--- src/gyro_regs_pkg.sv ---
`default_nettype none

package gyro_regs_pkg;

  // ------------------------------------------------------------
  // Register offsets
  // ------------------------------------------------------------
  localparam logic [6:0] ADDR_MAKER_CODE   = 7'h00;  // Maker identification byte.
  localparam logic [6:0] ADDR_ELEMENT_CODE = 7'h01;  // Sensor element identification byte.
  localparam logic [6:0] ADDR_PART_CODE    = 7'h02;  // Part identification byte.
  localparam logic [6:0] ADDR_REVISION     = 7'h03;  // Silicon revision byte.
  localparam logic [6:0] ADDR_SERIAL_0     = 7'h04;  // Serial number, least significant byte.
  localparam logic [6:0] ADDR_SERIAL_1     = 7'h05;  // Serial number, second byte.
  localparam logic [6:0] ADDR_SERIAL_2     = 7'h06;  // Serial number, third byte.
  localparam logic [6:0] ADDR_SERIAL_3     = 7'h07;  // Serial number, most significant byte.
  localparam logic [6:0] ADDR_RATE_X_LOW   = 7'h08;  // X rate low byte.
  localparam logic [6:0] ADDR_RATE_X_HIGH  = 7'h09;  // X rate high byte.
  localparam logic [6:0] ADDR_RATE_Y_LOW   = 7'h0A;  // Y rate low byte.
  localparam logic [6:0] ADDR_RATE_Y_HIGH  = 7'h0B;  // Y rate high byte.
  localparam logic [6:0] ADDR_TEMP_LOW     = 7'h0C;  // Temperature bits 7:0.
  localparam logic [6:0] ADDR_TEMP_HIGH    = 7'h0D;  // Temperature bits 11:8.
  localparam logic [6:0] ADDR_RESERVED_A   = 7'h0E;  // First reserved byte.
  localparam logic [6:0] ADDR_RESERVED_B   = 7'h0F;  // Second reserved byte.
  localparam logic [6:0] ADDR_POWER_CTRL   = 7'h10;  // Power control.
  localparam logic [6:0] ADDR_FILTER_SEL   = 7'h11;  // Filter corner select.
  localparam logic [6:0] ADDR_READY_CFG    = 7'h12;  // Ready pin configuration.

  // ------------------------------------------------------------
  // Field positions and reset values
  // ------------------------------------------------------------
  localparam int         POS_TEMP_ENABLE   = 0;      // Power control: temperature sensor enable.
  localparam int         POS_MEASURE       = 1;      // Power control: measurement mode.
  localparam logic [7:0] RESET_ZERO        = 8'h00;  // Default of control, data and first reserved byte.
  localparam logic [7:0] RESET_RESERVED_B  = 8'h03;  // Default of second reserved byte.
  localparam logic [1:0] SYNC_DATA_READY   = 2'h1;   // Sync field code for data-ready output.
  localparam logic [7:0] MASK_POWER_CTRL   = 8'h03;  // Writable bits of power control.
  localparam logic [7:0] MASK_FILTER_SEL   = 8'hF7;  // Writable bits of filter select.
  localparam logic [7:0] MASK_READY_CFG    = 8'h03;  // Writable bits of ready configuration.

  // ------------------------------------------------------------
  // Serial framing
  // ------------------------------------------------------------
  localparam logic [2:0] LAST_BIT          = 3'h7;   // Index of the last bit of a byte.
  localparam logic       DIR_READ          = 1'b1;   // Direction bit value for a read.

endpackage : gyro_regs_pkg

`default_nettype wire

--- src/gyro_register_map.sv ---
// Functional notes
// - Fixed read-only identification bytes at 0x00-0x02.
// - Read-only revision byte at 0x03.
// - Serial number bytes 0x04-0x07, LSB first.
// - Rates two's complement, low byte even address.
// - Rate bytes coherent within one burst.
// - Temperature 12 bits, upper nibble reads zero.
// - Temperature ten counts per degree, zero-based.
// - Temperature plus rates coherent within burst.
// - Power bit 0 enables temperature sensor.
// - Power bit 1 selects standby or measurement.
// - Registers take listed defaults at reset.
// - Starts in standby until measurement set.
// - High-pass select bits 7:4, bit 3 zero.
// - Low-pass select in filter bits 2:0.
// - Sync 01 drives ready high until read.
// - Command is direction, address, then data.
// - Standby allows single-register transfers only.
// - Leaving measurement clears preserved offset estimate.
`timescale 1ns/1ps
`default_nettype none

module gyro_register_map #(
  parameter logic [7:0] MAKER_ID    = 8'h5A,  // Arbitrary value.
  parameter logic [7:0] ELEMENT_ID  = 8'h3C,  // Arbitrary value.
  parameter logic [7:0] PART_ID     = 8'h66,  // Arbitrary value.
  parameter logic [7:0] REVISION_ID = 8'h01   // Arbitrary value.
) (
  input  wire logic        clock,                   // System clock, 200 MHz.
  input  wire logic        sys_rst,                 // Synchronous reset, active high.
  input  wire logic        spi_cs_n,                // Serial select, active low.
  input  wire logic        spi_sclk,                // Serial clock, idles high.
  input  wire logic        spi_sdi,                 // Serial data from host.
  output logic             spi_sdo,                 // Serial data to host.
  input  wire logic [31:0] serial_number,           // Per-part serial number.
  input  wire logic        sample_valid,            // One-cycle pulse: new sample on inputs.
  input  wire logic [15:0] rate_x_in,               // X rate sample.
  input  wire logic [15:0] rate_y_in,               // Y rate sample.
  input  wire logic [11:0] temp_in,                 // Temperature sample.
  output logic             measure_enable,          // Measurement mode active.
  output logic             temp_sensor_enable,      // Temperature sensor powered.
  output logic [3:0]       highpass_corner_select,  // High-pass pole code.
  output logic [2:0]       lowpass_corner_select,   // Low-pass pole code.
  output logic             offset_clear,            // Pulse: drop the held offset estimate.
  output logic             ready_analog_select_pin  // Data-ready pin level.
);

  // ------------------------------------------------------------
  // Serial port state
  // ------------------------------------------------------------
  logic       sclk_q_r, sclk_q_nxt;        // Last sampled serial clock.
  logic [2:0] bit_cnt_r, bit_cnt_nxt;      // Bit index within current byte.
  logic [6:0] shift_r, shift_nxt;          // Incoming bits of current byte.
  logic [7:0] tx_r, tx_nxt;                // Outgoing byte, MSB first.
  logic       sdo_r, sdo_nxt;              // Registered serial output.
  logic       in_cmd_r, in_cmd_nxt;        // High while the command byte arrives.
  logic       dir_r, dir_nxt;              // Direction of the current frame.
  logic [6:0] addr_r, addr_nxt;            // Current register address.
  logic       first_done_r, first_done_nxt; // One data byte already moved.
  logic [7:0] power_r, power_nxt;          // Power control register.
  logic [7:0] filter_r, filter_nxt;        // Filter select register.
  logic [7:0] ready_cfg_r, ready_cfg_nxt;  // Ready pin configuration register.
  logic       data_read;                   // A data register is read this cycle.

  // ------------------------------------------------------------
  // Sample path state
  // ------------------------------------------------------------
  logic [15:0] rate_x_r, rate_x_nxt;       // Visible X rate.
  logic [15:0] rate_y_r, rate_y_nxt;       // Visible Y rate.
  logic [11:0] temp_r, temp_nxt;           // Visible temperature.
  logic [15:0] pend_x_r, pend_x_nxt;       // Waiting X rate.
  logic [15:0] pend_y_r, pend_y_nxt;       // Waiting Y rate.
  logic [11:0] pend_t_r, pend_t_nxt;       // Waiting temperature.
  logic        pend_r, pend_nxt;           // A waiting sample exists.
  logic        drdy_r, drdy_nxt;           // Data-ready flag.
  logic        clr_r, clr_nxt;             // Offset clear pulse.

  // Read decode; unmapped addresses read as zero.
  function automatic logic [7:0] reg_read(input logic [6:0] a);
    logic [7:0] v;
    v = 8'h00;
    case (a)
      gyro_regs_pkg::ADDR_MAKER_CODE:   v = MAKER_ID;
      gyro_regs_pkg::ADDR_ELEMENT_CODE: v = ELEMENT_ID;
      gyro_regs_pkg::ADDR_PART_CODE:    v = PART_ID;
      gyro_regs_pkg::ADDR_REVISION:     v = REVISION_ID;
      gyro_regs_pkg::ADDR_SERIAL_0:     v = serial_number[7:0];
      gyro_regs_pkg::ADDR_SERIAL_1:     v = serial_number[15:8];
      gyro_regs_pkg::ADDR_SERIAL_2:     v = serial_number[23:16];
      gyro_regs_pkg::ADDR_SERIAL_3:     v = serial_number[31:24];
      gyro_regs_pkg::ADDR_RATE_X_LOW:   v = rate_x_r[7:0];
      gyro_regs_pkg::ADDR_RATE_X_HIGH:  v = rate_x_r[15:8];
      gyro_regs_pkg::ADDR_RATE_Y_LOW:   v = rate_y_r[7:0];
      gyro_regs_pkg::ADDR_RATE_Y_HIGH:  v = rate_y_r[15:8];
      gyro_regs_pkg::ADDR_TEMP_LOW:     v = temp_r[7:0];
      gyro_regs_pkg::ADDR_TEMP_HIGH:    v = {4'h0, temp_r[11:8]};
      gyro_regs_pkg::ADDR_RESERVED_A:   v = gyro_regs_pkg::RESET_ZERO;
      gyro_regs_pkg::ADDR_RESERVED_B:   v = gyro_regs_pkg::RESET_RESERVED_B;
      gyro_regs_pkg::ADDR_POWER_CTRL:   v = power_r;
      gyro_regs_pkg::ADDR_FILTER_SEL:   v = filter_r;
      gyro_regs_pkg::ADDR_READY_CFG:    v = ready_cfg_r;
      default:                          v = 8'h00;
    endcase
    return v;
  endfunction : reg_read

  // True for the six rate and temperature bytes.
  function automatic logic is_data_addr(input logic [6:0] a);
    return (a >= gyro_regs_pkg::ADDR_RATE_X_LOW) && (a <= gyro_regs_pkg::ADDR_TEMP_HIGH);
  endfunction : is_data_addr

  // ------------------------------------------------------------
  // Serial port next state
  // ------------------------------------------------------------
  // The serial pins are sampled on the system clock, so a serial clock of
  // up to 5 MHz leaves many system cycles per half period for the decode.
  always_comb begin
    logic [7:0] rx;
    logic [6:0] next_addr;
    rx             = {shift_r, spi_sdi};
    next_addr      = addr_r + 7'h01;
    sclk_q_nxt     = spi_sclk;
    bit_cnt_nxt    = bit_cnt_r;
    shift_nxt      = shift_r;
    tx_nxt         = tx_r;
    sdo_nxt        = sdo_r;
    in_cmd_nxt     = in_cmd_r;
    dir_nxt        = dir_r;
    addr_nxt       = addr_r;
    first_done_nxt = first_done_r;
    power_nxt      = power_r;
    filter_nxt     = filter_r;
    ready_cfg_nxt  = ready_cfg_r;
    data_read      = 1'b0;
    if (spi_cs_n) begin
      // Frame ended: rearm for a fresh command byte.
      bit_cnt_nxt    = 3'h0;
      in_cmd_nxt     = 1'b1;
      first_done_nxt = 1'b0;
      tx_nxt         = 8'h00;
      sdo_nxt        = 1'b0;
    end else if (spi_sclk && !sclk_q_r) begin
      // Rising serial edge: take one input bit.
      shift_nxt   = rx[6:0];
      bit_cnt_nxt = bit_cnt_r + 3'h1;
      if (bit_cnt_r == gyro_regs_pkg::LAST_BIT) begin
        if (in_cmd_r) begin
          in_cmd_nxt = 1'b0;
          dir_nxt    = rx[7];
          addr_nxt   = rx[6:0];
          tx_nxt     = (rx[7] == gyro_regs_pkg::DIR_READ) ? reg_read(rx[6:0]) : 8'h00;
          data_read  = (rx[7] == gyro_regs_pkg::DIR_READ) && is_data_addr(rx[6:0]);
        end else if (!(first_done_r && !power_r[gyro_regs_pkg::POS_MEASURE])) begin
          first_done_nxt = 1'b1;
          if (dir_r != gyro_regs_pkg::DIR_READ) begin
            case (addr_r)
              gyro_regs_pkg::ADDR_POWER_CTRL: power_nxt     = rx & gyro_regs_pkg::MASK_POWER_CTRL;
              gyro_regs_pkg::ADDR_FILTER_SEL: filter_nxt    = rx & gyro_regs_pkg::MASK_FILTER_SEL;
              gyro_regs_pkg::ADDR_READY_CFG:  ready_cfg_nxt = rx & gyro_regs_pkg::MASK_READY_CFG;
              default:                        ;
            endcase
          end
          addr_nxt = next_addr;
          if ((dir_r == gyro_regs_pkg::DIR_READ) && power_r[gyro_regs_pkg::POS_MEASURE]) begin
            tx_nxt    = reg_read(next_addr);
            data_read = is_data_addr(next_addr);
          end else begin
            tx_nxt = 8'h00;
          end
        end else begin
          // Extra bytes in standby move nothing.
          tx_nxt = 8'h00;
        end
      end
    end else if (!spi_sclk && sclk_q_r) begin
      // Falling serial edge: present the next output bit.
      sdo_nxt = tx_r[7];
      tx_nxt  = {tx_r[6:0], 1'b0};
    end
  end

  // Serial port registers.
  always_ff @(posedge clock) begin
    if (sys_rst) begin
      sclk_q_r     <= 1'b1;
      bit_cnt_r    <= 3'h0;
      shift_r      <= 7'h00;
      tx_r         <= 8'h00;
      sdo_r        <= 1'b0;
      in_cmd_r     <= 1'b1;
      dir_r        <= 1'b0;
      addr_r       <= 7'h00;
      first_done_r <= 1'b0;
      power_r      <= gyro_regs_pkg::RESET_ZERO;
      filter_r     <= gyro_regs_pkg::RESET_ZERO;
      ready_cfg_r  <= gyro_regs_pkg::RESET_ZERO;
    end else begin
      sclk_q_r     <= sclk_q_nxt;
      bit_cnt_r    <= bit_cnt_nxt;
      shift_r      <= shift_nxt;
      tx_r         <= tx_nxt;
      sdo_r        <= sdo_nxt;
      in_cmd_r     <= in_cmd_nxt;
      dir_r        <= dir_nxt;
      addr_r       <= addr_nxt;
      first_done_r <= first_done_nxt;
      power_r      <= power_nxt;
      filter_r     <= filter_nxt;
      ready_cfg_r  <= ready_cfg_nxt;
    end
  end

  // ------------------------------------------------------------
  // Sample path next state
  // ------------------------------------------------------------
  // New samples wait while a frame is open and become visible only between
  // frames, so one burst never sees half of an old and half of a new value.
  always_comb begin
    rate_x_nxt = rate_x_r;
    rate_y_nxt = rate_y_r;
    temp_nxt   = temp_r;
    pend_x_nxt = pend_x_r;
    pend_y_nxt = pend_y_r;
    pend_t_nxt = pend_t_r;
    pend_nxt   = pend_r;
    drdy_nxt   = drdy_r;
    clr_nxt    = power_r[gyro_regs_pkg::POS_MEASURE] && !power_nxt[gyro_regs_pkg::POS_MEASURE];
    if (data_read) begin
      drdy_nxt = 1'b0;
    end
    if (sample_valid && power_r[gyro_regs_pkg::POS_MEASURE]) begin
      pend_x_nxt = rate_x_in;
      pend_y_nxt = rate_y_in;
      pend_nxt   = 1'b1;
      if (power_r[gyro_regs_pkg::POS_TEMP_ENABLE]) begin
        pend_t_nxt = temp_in;
      end
    end
    if (spi_cs_n && pend_r) begin
      rate_x_nxt = pend_x_r;
      rate_y_nxt = pend_y_r;
      temp_nxt   = pend_t_r;
      pend_nxt   = sample_valid && power_r[gyro_regs_pkg::POS_MEASURE];
      drdy_nxt   = 1'b1;
    end
  end

  // Sample path registers.
  always_ff @(posedge clock) begin
    if (sys_rst) begin
      rate_x_r <= 16'h0000;
      rate_y_r <= 16'h0000;
      temp_r   <= 12'h000;
      pend_x_r <= 16'h0000;
      pend_y_r <= 16'h0000;
      pend_t_r <= 12'h000;
      pend_r   <= 1'b0;
      drdy_r   <= 1'b0;
      clr_r    <= 1'b0;
    end else begin
      rate_x_r <= rate_x_nxt;
      rate_y_r <= rate_y_nxt;
      temp_r   <= temp_nxt;
      pend_x_r <= pend_x_nxt;
      pend_y_r <= pend_y_nxt;
      pend_t_r <= pend_t_nxt;
      pend_r   <= pend_nxt;
      drdy_r   <= drdy_nxt;
      clr_r    <= clr_nxt;
    end
  end

  // ------------------------------------------------------------
  // Outputs
  // ------------------------------------------------------------
  assign spi_sdo                 = sdo_r;
  assign measure_enable          = power_r[gyro_regs_pkg::POS_MEASURE];
  assign temp_sensor_enable      = power_r[gyro_regs_pkg::POS_TEMP_ENABLE];
  assign highpass_corner_select  = filter_r[7:4];
  assign lowpass_corner_select   = filter_r[2:0];
  assign offset_clear            = clr_r;
  // pin follows flag in sync mode
  assign ready_analog_select_pin = (ready_cfg_r[1:0] == gyro_regs_pkg::SYNC_DATA_READY) && drdy_r;

endmodule : gyro_register_map

`default_nettype wire

--- config.mk ---
export PLATFORM = sky130hd
export DESIGN_NAME = gyro_register_map
export DESIGN_NICKNAME = d
export VERILOG_FILES = /design/src/gyro_regs_pkg.sv /design/src/gyro_register_map.sv
export SDC_FILE = /design/constraint.sdc
export NUM_CORES = 1
export LEC_CHECK = 0
export BUFFER_PORTS_ARGS = -buffer_cell sky130_fd_sc_hd__buf_2
export CAP_MARGIN = 20
export CORE_MARGIN = 1.5
export CORE_UTILIZATION = 53
export CTS_BUF_LIST = sky130_fd_sc_hd__clkbuf_16
export DETAILED_ROUTE_END_ITERATION = 8
export GPL_TIMING_DRIVEN = 0
export HOLD_SLACK_MARGIN = 0.1
export PLACE_DENSITY = 0.77
export SETUP_SLACK_MARGIN = 0.15
export SLEW_MARGIN = 0
export SYNTH_ARGS = -nofsm -noshare
export SYNTH_HDL_FRONTEND = slang
export SYNTH_SLANG_ARGS = --single-unit
--- constraint.sdc ---
create_clock -name clock -period 2.5 [get_ports clock]
set_clock_uncertainty 0.05 [all_clocks]
set_input_delay 0.375 -clock clock [delete_from_list [all_inputs] [get_ports clock]]
set_output_delay 0.375 -clock clock [all_outputs]
set_load 0.05 [all_outputs]
==> results.py <==
metrics = {
    "yosys": {
        "yosysTopAreaCellShare_pct": 35.51,
        "most_frequently_used_cell_type_in_the_post_synthesis_netlist": "nand2_1",
        "synth_top_area_cell": "dfxtp_1",
        "synth-seq-cells": 132,
        "number_of_enable_type_register_cells_in_the_synthesized_netlist": 0,
        "ys.warnings.count": 0,
        "synth-main-ff-cell": "dfxtp_1",
        "synth_sequential_area_ratio_pct": 35.51,
        "synthesis.instances": 993,
        "synth.distinct_cells": 76,
        "post_synth.cell_area_avg_um2": 7.493,
        "synth.cells.most_frequent": "232 x nand2_1, 132 x dfxtp_1, 131 x a21oi_1, 65 x clkbuf_1, 61 x nor2_1",
        "async_set_or_reset_flop_fraction_in_the_synthesized_netlist_pct": 0,
        "synth_area_leaders": "dfxtp_1 36%, nand2_1 12%, a21oi_1 8.8%, mux2i_1 5.0%, clkbuf_1 3.3%",
        "netlist_area_um2": 7441,
        "synth_nets": 1083,
    },
    "sta": {
        "finalSetupTns_ns": 0,
        "timing_max_transition_violations_final": 0,
        "final-hold-violation-count": 0,
        "period_needed_ns": 2.497,
        "timing.final.crit_share_pct": 99.89,
        "worst_slew_margin_rel_pct": 38.02,
        "setup-violations-final": 0,
        "max_slew.worst_pin.slew_ns": 0.9297,
        "clock.fmax_mhz": 400.4,
        "setup_ws_ns": 0.002787,
        "rsz0062_at_grt": "true",
    },
    "place": {
        "pre_cts_slack_ns": -0.6043,
        "dp.cells": 1265,
        "hpwl_after_detailed_placement_um": 22600,
        "place_congestion": 1.126,
        "count_of_buffers_from_port_buffering": 92,
        "placed_area_um2": 8130,
    },
    "final_layout": {
        "layout_overhead_on_the_synthesized_area_pct": 25.46,
        "layout_utilization_pct": 67.78,
        "regArea_um2": 2651,
        "multiInputGateArea_um2": 4632,
        "finalNetCount": 1229,
        "fillerInstances": 1201,
        "post_route_cells_drive_above_1_share_pct": 22.98,
        "fin_cells": 1330,
        "final_cell_area_um2": 9335,
    },
    "pwr": {
        "power_report.internal_total_mw": 3.727,
        "sw_frac_of_total_pct": 22.36,
        "p_seq_share_pct": 43.9,
        "p_comb_share_pct": 4.9,
        "peakVddDrop_v": 0.0004861,
        "sw_pwr_mw": 1.074,
        "power.leakage_nw": 3.518,
        "pwr_density_cell_nw_per_um2": 514.3,
        "power_frac_clock_pct": 51.2,
    },
    "critical_path": {
        "cp-end-kind": "register",
        "critPathSlowestCell": "dfxtp_1",
        "setup.worst_path.class": "reg2reg",
        "timing.critical_path.cells": "or3_1 -> clkbuf_2 -> nor2_1 -> buf_6 -> nand3_1 -> o21a_1 -> o221ai_1 -> a21oi_1 -> a221oi_1",
        "crit_path_start_kind": "register",
        "critical_path_required_ns": 2.77,
        "worst-path-max-fanout": 10,
        "critPathMaxStageDelay_ns": 0.41,
        "worstPathArrival_ns": 2.77,
    },
    "floorplan": {
        "placement_rows": 43,
        "core_area_um2": 13770,
        "fp.dieH_um": 121.5,
        "start_util_pct": 54.02,
        "die-area_um2": 14760,
        "io-pin-count": 94,
        "die_width_um": 121.5,
    },
    "routing": {
        "postRouteWirelength_um": 30980,
        "drt_pass1_iterations": 7,
        "total_via_count_after_detailed_routing": 8553,
        "detail_route.iter0.violations": 1083,
        "wl_per_cell_um": 23.29,
        "antenna_violating_nets_post_route": 0,
        "drc_errors": 0,
        "vias_per_cell": 6.431,
    },
    "global_route": {
        "total_global_routing_track_utilization_pct": 42.19,
        "vias_in_the_first_global_route": 7749,
        "pin_count_of_the_biggest_net_entering_global_routing": 17,
        "globalRouteOverflowTotal": 0,
        "antenna_found_initial": 1,
        "grt_pass1_wl_um": 45710,
    },
    "clock_tree": {
        "tritoncts": "yes",
        "clock_tree.htree_level_count": 4,
        "worstSkewPairLatency_ns": 0.42,
        "clk_pin_slew_ns": 0.06,
        "post_cts_hold_buffer_count": 0,
        "cts.root.buffer_cell": "clkbuf_16",
        "cts_num_sinks": 132,
        "cts.path.max_buffers": 2,
        "cts-buffers-inserted": 17,
    },
    "flow_run": {
        "max-cap-violations": 0,
    },
    "min_path": {
        "min_path_type": "in2reg",
    },
    "status": {
        "run_status": "complete, no violations",
    },
}
layout make-up:
cell class / count / share of cell area [%]
clock buffers: 17 / 4.557
clock inverters: 12 / 1.528
well taps: 180 / 2.413
multi-input cells: 763 / 49.62
inverters: 13 / 0.5763
diodes: 1 / 0.02681
flip-flops and latches: 132 / 28.40
plain buffers: 85 / 5.053
repair buffers: 127 / 7.827
through the flow:
stage | power (mW) | hold WS [ns]
5_1_grt | 4.909 | 0.1276
3_5_place_dp | 2.373 | 0.3953
2_1_floorplan | 2.248 | 0.3821
4_1_cts | 4.777 | 0.1211
6_report | 4.801 | 0.1306
3_3_place_gp | 2.374 | 0.3900
cells in the final DEF, fill, tap and decap left out, types with 4 or more instances in the layout:
cell         n
a211oi_1     5
a21oi_1    128
a221oi_1     6
a222oi_1     4
a22o_1       7
a22oi_1     22
a31oi_1     12
a32o_1       4
a32oi_1      5
and2_1       5
and3_1       8
buf_2       96
buf_4       41
buf_6        9
clkbuf_1    44
clkbuf_16   17
clkbuf_2    12
clkbuf_4     5
dfxtp_1    129
ha_1         5
inv_1       12
mux2_2       8
mux2i_1     37
mux4_2       4
nand2_1    230
nand2b_1     9
nand3_1     31
nand3b_1     5
nand4_1      5
nor2_1      59
nor2b_1     12
nor3_1      11
o21ai_0     27
o21ai_1      4
o21ai_2      6
o22ai_1      6
per-layer routing:
layer / vias up / wire length [µm] / track usage, % / part of all wire (%)
li1: 3844 / - / - / -
met3: 154 / 3563 / 12.59 / 12
met5: - / 0 / 0 / 0
met2: 582 / 13540 / 64.51 / 44
met4: 0 / 2111 / 25.29 / 6.8
met1: 3973 / 11770 / 52.25 / 38
final timing paths:
path / from / end / slack (ns) / cells past startpoint
setup / recovery: shift_r[3] / tx_r[5] / 0.003 / 9
hold / removal: spi_sclk / sclk_q_r / 0.13 / 2
setup reg to reg: shift_r[3] / tx_r[5] / 0.003 / 9
hold reg to reg: pend_t_r[7] / temp_r[7] / 0.40 / 2
logic make-up after synthesis:
kind of cell / synth area share, %
fa+ha+maj: 1.345
buf+inv: 5.364
mux: 7.399
compound gates: 25.53
simple gates: 24.62
flops: 35.51
xor+xnor: 0.2355
power groups by stage:
stage	Sequential [mW]	Clock (mW)	Combinational (mW)
6_report	2.11	2.46	0.236
5_1_grt	2.10	2.56	0.245
4_1_cts	2.11	2.45	0.224
3_5_place_dp	2.15	0	0.220
3_3_place_gp	2.15	0	0.221
2_1_floorplan	2.15	0	0.0958
worst max-delay path, delay by kind of cell, from the launching register on:
family / cells / cell delay (ns)
DFF: 1 / 0.41
AOI/OAI and AO/OA: 4 / 0.80
and+or+nand+nor: 3 / 0.73
buffers and inverters: 2 / 0.40
registers in the layout, indices dropped and copies added, names as in the netlist:
name / flops
pend_x_r: 16
pend_y_r: 16
rate_x_r: 16
rate_y_r: 16
pend_t_r: 12
temp_r: 12
tx_r: 8
addr_r: 7
filter_r: 7
shift_r: 7
bit_cnt_r: 3
power_r: 2
ready_cfg_r: 2
dir_r: 1
drdy_r: 1
first_done_r: 1
in_cmd_r: 1
offset_clear: 1
pend_r: 1
sclk_q_r: 1
spi_sdo: 1
timing repair:
item,4_1_cts,5_1_grt
resized for setup,85,45
buffers inserted,22,13
setup endpoints to repair,28,23
pin swaps,17,16
No activity file was read; power rests on OpenSTA's default activity.
